### config.mk
export PLATFORM = sky130hd
export DESIGN_NAME = iraos_ident_osc
export DESIGN_NICKNAME = d
export VERILOG_FILES = /design/src/iraos_pkg.sv /design/src/iraos_rise_det.sv /design/src/iraos_ident_osc.sv
export SDC_FILE = /design/constraint.sdc
export NUM_CORES = 1
export LEC_CHECK = 0
export BUFFER_PORTS_ARGS = -buffer_cell sky130_fd_sc_hd__buf_2
export CELL_PAD_IN_SITES_DETAIL_PLACEMENT = 1
export CELL_PAD_IN_SITES_GLOBAL_PLACEMENT = 2
export CORE_MARGIN = 2
export CORE_UTILIZATION = 28
export CTS_BUF_LIST = sky130_fd_sc_hd__clkbuf_2
export DETAILED_ROUTE_END_ITERATION = 10
export PLACE_DENSITY = 0.82
export SETUP_SLACK_MARGIN = 0.15
export SYNTH_ARGS = -nofsm -noshare
export SYNTH_HDL_FRONTEND = slang
export SYNTH_HIERARCHICAL = 1
export SYNTH_SLANG_ARGS = --single-unit
### constraint.sdc
create_clock -name sys_clk -period 1.45 [get_ports sys_clk]
set_input_delay 0.0725 -clock sys_clk [delete_from_list [all_inputs] [get_ports sys_clk]]
set_output_delay 0.0725 -clock sys_clk [all_outputs]
set_load 0.005 [all_outputs]
### src/iraos_pkg.sv
// =====================================================================
// shared constants and types for the ident read / osc select slice
package iraos_pkg;

    // =================================================================
    // command codes, taken with data_command_select low
    localparam logic [7:0] CMD_SOFT_RESET        = 8'h01;
    localparam logic [7:0] READ_MAKER_IDENT_CMD  = 8'hda;
    localparam logic [7:0] READ_VERSION_IDENT_CMD = 8'hdb;
    localparam logic [7:0] READ_DRIVER_IDENT_CMD = 8'hdc;
    localparam logic [7:0] SELECT_ONCHIP_OSC_CMD = 8'hb0;
    localparam logic [7:0] SELECT_OFFCHIP_OSC_CMD = 8'hb1;

    // =================================================================
    // answer bytes and field layout
    localparam logic [7:0] DUMMY_BYTE            = 8'h00;
    localparam int         VERSION_IDENT_MSB     = 7;
    localparam logic       VERSION_IDENT_MSB_VAL = 1'b1;
    localparam logic [7:0] VERSION_RANGE_LOW     = 8'h80;

    // identity values: arbitrary neutral defaults
    localparam logic [7:0] MAKER_IDENT_DEFAULT   = 8'h5a;
    localparam logic [6:0] VERSION_IDENT_DEFAULT = 7'h21;
    localparam logic [7:0] DRIVER_IDENT_DEFAULT  = 8'h3c;

    // =================================================================
    // reset values
    localparam logic       OFFCHIP_OSC_RESET     = 1'b0;
    localparam logic [7:0] DATA_OUT_RESET        = 8'h00;

    // =================================================================
    // types
    typedef struct packed {
        logic       data_command_select;
        logic       wr_n;
        logic       rd_n;
        logic [7:0] data;
    } iraos_bus_s;

    typedef enum logic [1:0] {
        ST_IDLE  = 2'b00,
        ST_DUMMY = 2'b01,
        ST_IDENT = 2'b11
    } iraos_state_e;

    typedef enum logic [1:0] {
        SEL_MAKER   = 2'b00,
        SEL_VERSION = 2'b01,
        SEL_DRIVER  = 2'b10
    } iraos_sel_e;

endpackage

### src/iraos_rise_det.sv
`timescale 1ns/1ns
// =====================================================================
// rising edge detector for a strobe synchronous to sys_clk
module iraos_rise_det (
    input  wire logic sys_clk,
    input  wire logic rst,
    input  wire logic level,
    output logic      rise
);
    import iraos_pkg::*;

    logic prev;
    logic next_prev;

    // track last level; idle high so reset to high
    always_comb begin
        next_prev = level;
    end

    always_ff @(posedge sys_clk) begin
        if (rst) begin
            prev <= 1'b1;
        end else begin
            prev <= next_prev;
        end
    end

    // pulse on low to high
    assign rise = level & ~prev;

endmodule

### src/iraos_ident_osc.sv
`timescale 1ns/1ns
// =====================================================================
// command decode: ident reads and oscillator source select
module iraos_ident_osc #(
    parameter logic [7:0] MAKER_IDENT   = iraos_pkg::MAKER_IDENT_DEFAULT,
    parameter logic [6:0] VERSION_IDENT = iraos_pkg::VERSION_IDENT_DEFAULT,
    parameter logic [7:0] DRIVER_IDENT  = iraos_pkg::DRIVER_IDENT_DEFAULT
) (
    input  wire logic               sys_clk,
    input  wire logic               rst,
    input  wire iraos_pkg::iraos_bus_s host,
    output logic [7:0]              data_out,
    output logic                    data_oe,
    output logic                    offchip_osc_sel
);
    import iraos_pkg::*;

    // =================================================================
    // strobe edges
    logic wr_rise;
    logic rd_rise;

    iraos_rise_det u_wr_edge (
        .sys_clk (sys_clk),
        .rst     (rst),
        .level   (host.wr_n),
        .rise    (wr_rise)
    );

    iraos_rise_det u_rd_edge (
        .sys_clk (sys_clk),
        .rst     (rst),
        .level   (host.rd_n),
        .rise    (rd_rise)
    );

    // command byte taken on write rise with select low
    logic       cmd_take;
    logic [7:0] cmd;
    assign cmd_take = wr_rise & ~host.data_command_select;
    assign cmd      = host.data;

    // =================================================================
    // ident read sequence
    iraos_state_e state;
    iraos_state_e next_state;
    iraos_sel_e   sel;
    iraos_sel_e   next_sel;

    // no power state gates decode, so all modes accept these
    always_comb begin
        next_state = state;
        next_sel   = sel;
        if (cmd_take) begin
            case (cmd)
                READ_MAKER_IDENT_CMD: begin
                    next_state = ST_DUMMY;
                    next_sel   = SEL_MAKER;
                end
                READ_VERSION_IDENT_CMD: begin
                    next_state = ST_DUMMY;
                    next_sel   = SEL_VERSION;
                end
                READ_DRIVER_IDENT_CMD: begin
                    next_state = ST_DUMMY;
                    next_sel   = SEL_DRIVER;
                end
                default: begin
                    next_state = ST_IDLE; // other command aborts
                end
            endcase
        end else if (rd_rise) begin
            case (state)
                ST_DUMMY: next_state = ST_IDENT; // dummy consumed
                ST_IDENT: next_state = ST_IDLE;
                default:  next_state = ST_IDLE;
            endcase
        end
    end

    always_ff @(posedge sys_clk) begin
        if (rst) begin
            state <= ST_IDLE;
            sel   <= SEL_MAKER;
        end else begin
            state <= next_state;
            sel   <= next_sel;
        end
    end

    // =================================================================
    // read data path, enable registered from read strobe low, so it follows one cycle late
    logic [7:0] ident_byte;
    logic [7:0] next_data_out;
    logic       next_data_oe;

    // pick the ident value; version msb is pinned high
    always_comb begin
        case (sel)
            SEL_MAKER:   ident_byte = MAKER_IDENT;
            SEL_VERSION: ident_byte = {VERSION_IDENT_MSB_VAL,
                                       VERSION_IDENT};
            SEL_DRIVER:  ident_byte = DRIVER_IDENT;
            default:     ident_byte = DUMMY_BYTE;
        endcase
    end

    // dummy byte first, ident byte second
    always_comb begin
        next_data_oe  = ~host.rd_n;
        next_data_out = (state == ST_IDENT) ? ident_byte : DUMMY_BYTE;
    end

    always_ff @(posedge sys_clk) begin
        if (rst) begin
            data_out <= DATA_OUT_RESET;
            data_oe  <= 1'b0;
        end else begin
            data_out <= next_data_out;
            data_oe  <= next_data_oe;
        end
    end

    // =================================================================
    // oscillator source select; external feed is on oscillator_pad
    logic next_offchip_osc_sel;

    // b0h/b1h switch, soft reset restores on-chip source
    always_comb begin
        next_offchip_osc_sel = offchip_osc_sel;
        if (cmd_take) begin
            case (cmd)
                SELECT_ONCHIP_OSC_CMD:  next_offchip_osc_sel = 1'b0;
                SELECT_OFFCHIP_OSC_CMD: next_offchip_osc_sel = 1'b1;
                CMD_SOFT_RESET: begin
                    next_offchip_osc_sel = OFFCHIP_OSC_RESET;
                end
                default:        next_offchip_osc_sel = offchip_osc_sel;
            endcase
        end
    end

    // hardware reset gives on-chip source
    always_ff @(posedge sys_clk) begin
        if (rst) begin
            offchip_osc_sel <= OFFCHIP_OSC_RESET;
        end else begin
            offchip_osc_sel <= next_offchip_osc_sel;
        end
    end

    // =================================================================
    // checks
    a_maker_cmd_seq: assert property (
        @(posedge sys_clk) disable iff (rst)
        (cmd_take && cmd == READ_MAKER_IDENT_CMD) |=>
            (state == ST_DUMMY && sel == SEL_MAKER))
        else $error("maker ident command not armed");

    a_maker_value: assert property (
        @(posedge sys_clk) disable iff (rst)
        (state == ST_IDENT && sel == SEL_MAKER) |=>
            (data_out == MAKER_IDENT))
        else $error("maker ident byte wrong");

    a_version_msb_one: assert property (
        @(posedge sys_clk) disable iff (rst)
        (state == ST_IDENT && sel == SEL_VERSION) |=>
            (data_out[VERSION_IDENT_MSB] == 1'b1 &&
             data_out[6:0] == VERSION_IDENT))
        else $error("version ident byte wrong");

    a_version_in_range: assert property (
        @(posedge sys_clk) disable iff (rst)
        (state == ST_IDENT && sel == SEL_VERSION) |=>
            (data_out >= VERSION_RANGE_LOW))
        else $error("version ident below upper half");

    a_driver_value: assert property (
        @(posedge sys_clk) disable iff (rst)
        (state == ST_IDENT && sel == SEL_DRIVER) |=>
            (data_out == DRIVER_IDENT))
        else $error("driver ident byte wrong");

    a_dummy_first: assert property (
        @(posedge sys_clk) disable iff (rst)
        (state == ST_DUMMY && !cmd_take && rd_rise) |=>
            (state == ST_IDENT && $past(data_out) == DUMMY_BYTE))
        else $error("dummy read did not advance");

    a_dummy_byte: assert property (
        @(posedge sys_clk) disable iff (rst)
        (state == ST_DUMMY) |=> (data_out == DUMMY_BYTE))
        else $error("dummy byte not driven");

    a_onchip_select: assert property (
        @(posedge sys_clk) disable iff (rst)
        (cmd_take && cmd == SELECT_ONCHIP_OSC_CMD) |=> !offchip_osc_sel)
        else $error("on-chip oscillator not selected");

    a_offchip_select: assert property (
        @(posedge sys_clk) disable iff (rst)
        (cmd_take && cmd == SELECT_OFFCHIP_OSC_CMD) |=> offchip_osc_sel)
        else $error("external oscillator not selected");

    a_reset_onchip: assert property (
        @(posedge sys_clk)
        (rst || (cmd_take && cmd == CMD_SOFT_RESET)) |=> !offchip_osc_sel)
        else $error("reset did not restore on-chip oscillator");

    a_read_drive: assert property (
        @(posedge sys_clk) disable iff (rst)
        !host.rd_n |=> data_oe)
        else $error("read data not driven");

endmodule

==> flow_results.org, run 1 <==
** Status
- Result of the run :: complete, no violations

** Place
- The congestion estimate from routability-driven global placement came to 0.6516.
- The wire-length estimate of the detail-placed layout is 971.7 um.
- Input and output buffers added on the ports amount to 22.
- Summing all placed instances gives a cell area of 719.4 sq um.

** Cells and area
- Signed area change from the synthesized netlist to the final layout :: 27.86%
- The finished cells cover 769.5 sq um.
- Of the cells placed in the final design, the portion with a size suffix greater than 1 is 35.71%.
- Area of combinational cells with multiple inputs :: 314.1 sq um
- Antenna diode instance count :: 0
- # fillers :: 257
- Registers take 260.3 sq um.
- At the end of the flow the core is filled with cells to 38.44%.
- Count of nets after finishing :: 103

** Critical path
- For this run, the slowest stage of the critical path takes 0.33 ns.
- The worst setup path is launched from a flip-flop.
- For this design, the slowest cell found on the critical path is sky130_fd_sc_hd__dfxtp_1.
- Arr. time, crit path :: 1.41 ns
- The worst setup path is of the flip-flop to flip-flop kind.
- In this run the worst path has a maximum fanout of 2.
- Critical Path RT :: 1.63 ns
- STA classifies the critical path endpoint as a flip-flop.
- The critical path goes through nor2b_1 -> nand4bb_1 -> or2_1 -> o32ai_2.

** Logic synthesis
- Library cells used by synthesis :: 26
- Adder-cell share of the synthesized area :: 10.40%
- Portion of netlist area occupied by mux cells :: 1.871%
- Cell area after synthesis :: 601.8 sq um
- Net Count, Synth :: 78
- Yosys printed 6 warnings.
- The synthesized netlist devotes 26.61% of its cell area to simple gates.
- By area, the combinational part of the netlist is dominated by simple AND/OR/NAND/NOR gates.
- Post-synthesis area per instance :: 10.03 sq um
- After synthesis the netlist holds a flip-flop and latch count of 13.
- Post-synthesis instance total :: 60
- Xor and xnor area share after synthesis :: 0%
- Sequential cell area fraction in the yosys report :: 43.24%
- Complex-gate fraction of the synthesized area :: 11.64%

** Clock network
- Clk pin slew, worst setup/hold paths :: 0.14 ns
- At the later pin of the worst-skew pair, clock insertion delay measures 0.27 ns.
- CTS buffer count :: 3
- Number of buffers between clock root and the deepest sink :: 2
- TritonCTS built the clock tree.
- Clock root buffer :: sky130_fd_sc_hd__clkbuf_2
- CTS saw 13 sinks.
- CTS built an H-tree with a depth of 1.

** Floorplanning
- Measured along the y axis, the die boundary spans 50.36 um.
- In this run the standard cell core region covers 0.002002 sq mm.
- I/O pin cnt :: 23
- The floorplan has 16 rows.
- Initial cell density of the core :: 30.06%
- Area of the die :: 0.002536 sq mm
- Die width :: 50.36 um

** Power and ir drop
- Highest ir drop seen on vdd :: 388.1 uV
- The share of total power dissipated in combinational logic is 9.6%.
- Of the total power, the clock network draws 30.9%.
- Internal power :: 470.7 uW
- Sw Pwr :: 148.8 uW
- Register share of total power :: 59.5%
- Power spread over the standard cell area amounts to 805.1 mW/mm^2.
- Summed over all cells, the static leakage comes to 0.0003653 uW.
- Of the total power, the share spent switching nets is 24.02%.

** Timing
- Worst Max-Slew Pin Slew :: 0.3874 ns
- Relative slew slack :: 73.94%
- Top achievable clock speed :: 0.8142 GHz
- The final max-slew violation count came to 0.
- Number of failing hold endpoints at the final stage :: 0
- Of the available clock period, the critical path in the final layout requires 84.71%.
- Total negative setup slack :: 0 ns
- Setup repair after global routing could not meet its margin everywhere.
- Count of final setup violators :: 0
- Tmin final :: 1.228 ns
- The clock arrives with 0.01318 ns of skew.

** Routing
- In the routed layout, each cell is associated on average with a via count of 4.514.
- Router iterations before antenna repair :: 2
- Average wire per cell in the routed design :: 11.12 um
- The final route contains 501 vias.
- Post-DRT Antenna Nets :: 0
- DRC viols :: 0
- Count of routing violations after the opening detailed-route iteration :: 1
- For this block, the routed nets add up to 1234 um of wire.

** Flow run
- Across the run, the number of max-cap violations was 0.

** Global route
- Entering global routing, the biggest net connects 11 pins.
- Initial antenna violation count :: 0
- The first global-routing pass estimated 1994 um of wire.
- Overall fraction of global-route tracks in use :: 10.19%
- Global routing finished with a remaining overflow of 0.
- The number of global-route vias before repair was 483.

** Hold path
- The worst hold path belongs to the class input port to flip-flop.
-- registers in the layout, summed over array words and instances, names as in the netlist --
register,flops
data_oe,1
data_out,5
offchip_osc_sel,1
sel,2
state,2
u_rd_edge/prev,1
u_wr_edge/prev,1
-- layout make-up --
type / count / share of cell area, %
Multi-Input combinational cell: 40 / 40.81
Tap cell: 27 / 4.390
Clock buffer: 4 / 2.602
Timing Repair Buffer: 24 / 16.91
Sequential cell: 13 / 33.82
Inverter: 3 / 1.463
-- worst max-delay path: cells and delay by family (launching register included) --
kind / cells / cell delay [ns]
and+or+nand+nor: 3 / 0.62
AOI/OAI and AO/OA: 1 / 0.19
DFF: 1 / 0.33
-- cells by family (layout without fill, tap and decap cells) --
logic type,Yosys count,count (layout)
fa+ha+maj,5,5
flops,13,13
compound gates,8,8
buf+inv,7,31
mux,1,1
simple gates,26,26
-- final timing paths --
kind | start | endpoint | slack, ns | cells after the start
worst max-delay path | u_wr_edge/prev | sel[1] | 0.22 | 4
worst min-delay path | rst | data_oe | 0.09 | 2
worst max register to register | u_wr_edge/prev | sel[1] | 0.22 | 4
worst min register to register | state[0] | data_out[4] | 0.50 | 2
-- repair_timing --
| item | 4_1_cts | 5_1_grt |
|---|---|---|
| gates resized for setup | 0 | 2 |
| hold buffers | 2 | 0 |
| setup buffers | 0 | 0 |
| endpoints found under the hold margin | 3 | 0 |
| endpoints found under the setup margin | 0 | 2 |
-- power by group through the flow --
stage | Combinational, uW | Sequential (uW) | Clock [uW]
3_5_place_dp | 54.7 | 377 | 0
3_3_place_gp | 53.6 | 376 | 0
5_1_grt | 66.8 | 370 | 220
4_1_cts | 59.3 | 369 | 201
6_report | 59.7 | 369 | 191
2_1_floorplan | 27.2 | 376 | 0
-- layout by cell type (no fill, tap or decap), types with 2 or more instances in the layout --
| cell | instances |
|---|---|
| sky130_fd_sc_hd__and2_1 | 4 |
| sky130_fd_sc_hd__buf_2 | 22 |
| sky130_fd_sc_hd__clkbuf_2 | 4 |
| sky130_fd_sc_hd__dfxtp_1 | 13 |
| sky130_fd_sc_hd__dlygate4sd3_1 | 2 |
| sky130_fd_sc_hd__ha_1 | 5 |
| sky130_fd_sc_hd__inv_1 | 3 |
| sky130_fd_sc_hd__nand2_1 | 2 |
| sky130_fd_sc_hd__nand2b_1 | 2 |
| sky130_fd_sc_hd__nor2_1 | 3 |
| sky130_fd_sc_hd__nor2b_1 | 2 |
| sky130_fd_sc_hd__nor4_1 | 2 |
| sky130_fd_sc_hd__o211a_1 | 2 |
| sky130_fd_sc_hd__or2_1 | 3 |
-- metrics by stage --
step	cells	power, uW	hold slack (ns)	setup slack (ns)
after floorplan	60	403.3	0.1392	0.4074
after global placement	105	429.9	0.2477	0.3052
after detailed placement	105	431.5	0.2497	0.2268
after CTS	111	629.2	0.06255	0.1786
after global routing	111	656.9	0.09530	0.1127
final	111	619.5	0.08641	0.2217
-- Yosys cell counts --
cell	number	area share (%)
sky130_fd_sc_hd__clkbuf_1	1	0.62
sky130_fd_sc_hd__or3b_1	1	1.5
sky130_fd_sc_hd__a311oi_1	1	1.5
sky130_fd_sc_hd__a211oi_2	1	2.1
sky130_fd_sc_hd__buf_4	3	3.7
sky130_fd_sc_hd__a31oi_1	1	1.0
sky130_fd_sc_hd__or3_1	1	1.0
sky130_fd_sc_hd__and3_1	1	1.0
sky130_fd_sc_hd__nor3_1	1	0.83
sky130_fd_sc_hd__nand2_1	2	1.2
sky130_fd_sc_hd__inv_1	3	1.9
sky130_fd_sc_hd__a21oi_1	1	0.83
sky130_fd_sc_hd__or3b_4	1	1.9
sky130_fd_sc_hd__o211a_1	2	3.3
sky130_fd_sc_hd__nand3_1	1	0.83
sky130_fd_sc_hd__ha_1	5	10
sky130_fd_sc_hd__dfxtp_1	13	43
sky130_fd_sc_hd__nand4bb_1	1	1.9
sky130_fd_sc_hd__nand2b_1	2	2.1
sky130_fd_sc_hd__and2_1	4	4.2
sky130_fd_sc_hd__nor2_1	3	1.9
sky130_fd_sc_hd__o32ai_1	2	2.9
sky130_fd_sc_hd__or2_1	3	3.1
sky130_fd_sc_hd__mux2_1	1	1.9
sky130_fd_sc_hd__nor4_1	2	2.1
sky130_fd_sc_hd__nor2b_1	3	3.1
-- metal layers --
layer	vias to the layer above	track usage (%)	share of wire, %
met5	-	0	0
met4	0	4.054	0
met3	0	2.976	6.3
met2	20	17.54	50
met1	227	11.79	44
li1	254	-	-
Note: power is estimated with default switching activity, not from simulation.
==> run 2: changes to the inputs <==
--- a/config.mk
+++ b/config.mk
@@ -5,14 +5,15 @@
 export SDC_FILE = /design/constraint.sdc
 export NUM_CORES = 1
 export LEC_CHECK = 0
+export ABC_AREA = 1
 export BUFFER_PORTS_ARGS = -buffer_cell sky130_fd_sc_hd__buf_2
 export CELL_PAD_IN_SITES_DETAIL_PLACEMENT = 1
 export CELL_PAD_IN_SITES_GLOBAL_PLACEMENT = 2
 export CORE_MARGIN = 2
-export CORE_UTILIZATION = 28
+export CORE_UTILIZATION = 24
 export CTS_BUF_LIST = sky130_fd_sc_hd__clkbuf_2
 export DETAILED_ROUTE_END_ITERATION = 10
-export PLACE_DENSITY = 0.82
+export PLACE_DENSITY = 0.8
 export SETUP_SLACK_MARGIN = 0.15
 export SYNTH_ARGS = -nofsm -noshare
 export SYNTH_HDL_FRONTEND = slang
==> constraint.sdc (replaced) <==
create_clock -name sys_clk -period 1.1 [get_ports sys_clk]
set_input_delay 0.055 -clock sys_clk [delete_from_list [all_inputs] [get_ports sys_clk]]
set_output_delay 0.055 -clock sys_clk [all_outputs]
set_load 0.005 [all_outputs]
==> flow_results.org, run 2 <==
** Cells and area
- Signed area change from the synthesized netlist to the final layout :: 34.46%
- Commonest non-fill, non-tap cells in the layout :: sky130_fd_sc_hd__buf_2, sky130_fd_sc_hd__inv_1, sky130_fd_sc_hd__nor2_1
- # fillers :: 351 (+37%)
- Util after Layout :: 33.15% (-5.3 points)
- Flip-flop count of the largest register, all copies and words added :: 5 (unchanged)
- The layout cell share with drive strength beyond 1 was 37.40% (+1.7 points).
- Most frequent standard cell in the layout excluding fill and tap cells :: sky130_fd_sc_hd__buf_2
- Sequential Area :: 264.0 sq um (+1.4%)
- Register ranked first by flip-flop count :: data_out
- Area of combinational cells with multiple inputs :: 331.6 sq um (+5.6%)
- Leading registers by flop count :: data_out x5, sel x2, state x2
- Final Instance Count excl. Fillers :: 154 (+39%)
- Count of nets after finishing :: 142 (+38%)
- Antenna diode instance count :: 0 (unchanged)

** Routing
- Post-DRT Antenna Nets :: 0 (unchanged)
- The average detailed-routed wire length per instance is 9.552 um (-14%).
- Number of vias per cell after detailed routing :: 4.292 (-4.9%)
- The final wirelength was 1471 um (+19%).
- The number of vias in the routed layout is 661 (+32%).
- DRC viols :: 0 (unchanged)
- Router iterations before antenna repair :: 4 (+2)
- The number of DRC violations after detailed-routing iteration 0 is 1 (unchanged).

** Critical path
- The worst setup path is launched from a flip-flop.
- The most critical setup path has its startpoint at u_wr_edge/prev.
- In this run the critical register-to-register path is launched from u_wr_edge/prev.
- The critical path goes through nor2_4 -> nand2_2 -> nor2_4 -> nand2_2 -> nand2_1 -> a21oi_2.
- Reg2reg setup slack :: 0.11 ns (-0.11 ns)
- Category of the worst setup path capture point :: flip-flop
- Type of the worst setup path :: flip-flop to flip-flop
- The data required time of the critical path was 1.28 ns (-0.35 ns).
- Grouping stages by cell kind, the critical path spends the most delay in simple AND/OR/NAND/NOR gates.
- Critical path's largest stage delay :: 0.35 ns (+0.02 ns)
- The buffer and inverter count on the worst path is 0 (unchanged).
- Worst-path fanout max :: 3 (+1)
- Arr. time, crit path :: 1.17 ns (-0.24 ns)
- The slowest stage of the critical path is the sky130_fd_sc_hd__dfxtp_2 cell.

** Power and ir drop
- Pwr/cell area :: 945.0 mW/mm^2 (+17%)
- Leakage :: 0.0004752 uW (+30%)
- The worst-case vdd ir drop was 466.5 uV (+20%).

** Global route
- The total congestion overflow came to 0 (unchanged).
- Pin count of the biggest net entering global routing :: 8 (-3)
- First-pass GRT wire length :: 2718 um (+36%)
- The global-route usage over all layers is 10.81% (+0.62 points).
- The number of antenna violations at the first check in global routing is 0 (unchanged).
- Number of global-route vias before repair :: 676 (+40%)

** Logic synthesis
- The average footprint of a synthesized cell was 7.108 sq um (-29%).
- Post-synthesis instance total :: 94 (+57%)
- Dominant cell by count in the synthesized netlist :: sky130_fd_sc_hd__inv_1
- The total standard cell area after synthesis was 668.1 sq um (+11%).
- The fraction of synthesized cell area taken by the top area cell type was 38.95% (-4.3 points).
- Sequential cell area fraction in the yosys report :: 38.95% (-4.3 points)
- After synthesis, the cell types taking the most area are sky130_fd_sc_hd__dfxtp_1, sky130_fd_sc_hd__inv_1, sky130_fd_sc_hd__nor2_1.
- Ranking of synthesized cells by instance count :: sky130_fd_sc_hd__inv_1, sky130_fd_sc_hd__nor2_1, sky130_fd_sc_hd__dfxtp_1, sky130_fd_sc_hd__nand2_1, sky130_fd_sc_hd__nand3_1
- The synthesized design spends more area on one cell type than any other, namely sky130_fd_sc_hd__dfxtp_1.
- The most used flip-flop cell after synthesis is sky130_fd_sc_hd__dfxtp_1.
- Net Count, Synth :: 112 (+44%)
- Register bit count reported by yosys :: 13 (unchanged)
- Number of enable-type register cells in the synthesized netlist :: 0 (unchanged)
- Library cells used by synthesis :: 18 (-31%)
- The fraction of synthesis flops using an asynchronous set or reset pin is 0% (unchanged).
- Total number of yosys warnings :: 6 (unchanged)

** Clock network
- Number of buffers between clock root and the deepest sink :: 2 (unchanged)
- CTS tree :: built
- Clock network latency to the later pin of the worst-skew pair :: 0.27 ns (about the same)
- Clock root buffer :: sky130_fd_sc_hd__clkbuf_2
- Clock Sinks :: 13 (unchanged)
- The number of buffers created by CTS was 3 (unchanged).
- The count of H-tree levels built during CTS was 1 (unchanged).
- The clock-pin slew of the registers on the worst-case setup and hold paths is 0.13 ns (about the same).

** Floorplanning
- The die width is 56.76 um (+13%).
- The number of rows in the core area came to 19 (+3).
- Die boundary height :: 56.76 um (+13%)
- Core region area :: 0.002710 sq mm (+35%)
- Area of the die :: 0.003222 sq mm (+27%)
- I/O pin cnt :: 23 (unchanged)
- The effective utilization at floorplan is 24.65% (-5.4 points).

** Timing
- Post-route fraction of the period consumed by the critical path :: 89.73% (+5.0 points)
- The final max-slew violation count was 0 (unchanged).
- Relative slew slack :: 81.08% (+7.1 points)
- The smallest setup slack after layout came to 0.1129 ns (-0.1088 ns).
- Top achievable clock speed :: 1.013 GHz (+24%)
- Worst Max-Slew Pin Slew :: 0.2814 ns (-0.1060 ns)
- Total negative setup slack :: 0 ns (unchanged)
- The worst clock skew is 0.008208 ns (-0.004969 ns).
- Tmin final :: 0.9871 ns (-0.2412 ns)
- The hold violation count in the final report is 0 (unchanged).
- Setup repair after global routing could not meet its margin everywhere.
- The setup violation total in the final timing report is 0 (unchanged).

** Status
- Result of the run :: complete, no violations

** Place
- Post-placement worst setup slack :: 0.02783 ns (-0.1990 ns)
- Placed cells :: 144 (+37%)
- The half-perimeter wire length of the detailed placement result came to 1174 um (+21%).
- The count of input and output buffers is 22 (unchanged).
- The final estimated routing congestion in global placement came to 0.6619 (+1.6%).

** Flow run
- Number of max-capacitance violations reported :: 0 (unchanged)

** Hold path
- Min-delay src :: host[9]
- In this run the worst hold path is classified as input port to flip-flop.
run 2: power breakdown:
part	internal (uW)	switching (uW)
clock	96.4	156
combinational	49.0	59.8
sequential	482	5.92
run 2: logic make-up after synthesis:
group | synth area share, %
and+or+nand+nor | 30.90
buffers and inverters | 15.17
adders and majority gates | 9.363
DFF | 38.95
AOI/OAI and AO/OA | 5.619
run 2: timing repair:
action | in CTS | in global routing
pin swaps | 6 | 1
resized for setup | 8 | 2
setup endpoints to repair | 7 | 7
hold buffers | 3 | 1
hold endpoints to repair | 3 | 1
cloned | 0 | 0
buffers inserted | 1 | 1
run 2: stage by stage:
stage                     power, uW  area (sq um)  hold slack [ns]
final                         848.9         898.4         0.002989
after floorplan               544.7         670.6           0.1217
after detailed placement      589.0         797.0           0.2307
after global routing          903.5         898.4         0.007222
after global placement        584.9         797.0           0.2223
after CTS                     859.1         873.3        0.0008499
run 2: worst paths after layout:
kind                                        to  cells after the start
worst max-delay path                    sel[1]                      6
worst min-delay path            u_wr_edge/prev                      3
worst max register to register          sel[1]                      6
worst min register to register          sel[0]                      2
run 2: metal layers:
layer | wire (um) | track usage (%)
met1 | 585 | 11.31
met3 | 83 | 2.535
met4 | 28 | 4.983
met2 | 773 | 20.10
met5 | 0 | 0
run 2: layout make-up:
class	count	area share, %
sequential	13	29.39
timing repair buffer	28	18.38
tap	31	4.318
clock buffer	4	2.228
inverter	21	8.774
multi-input combinational	57	36.91
run 2: worst reg2reg max path, cell delays in order, from the launching register on:
cell                      delay (ns)
sky130_fd_sc_hd__dfxtp_2        0.35
sky130_fd_sc_hd__nor2_4         0.10
sky130_fd_sc_hd__nand2_2        0.10
sky130_fd_sc_hd__nor2_4         0.13
sky130_fd_sc_hd__nand2_2        0.09
sky130_fd_sc_hd__nand2_1        0.09
sky130_fd_sc_hd__a21oi_2        0.05
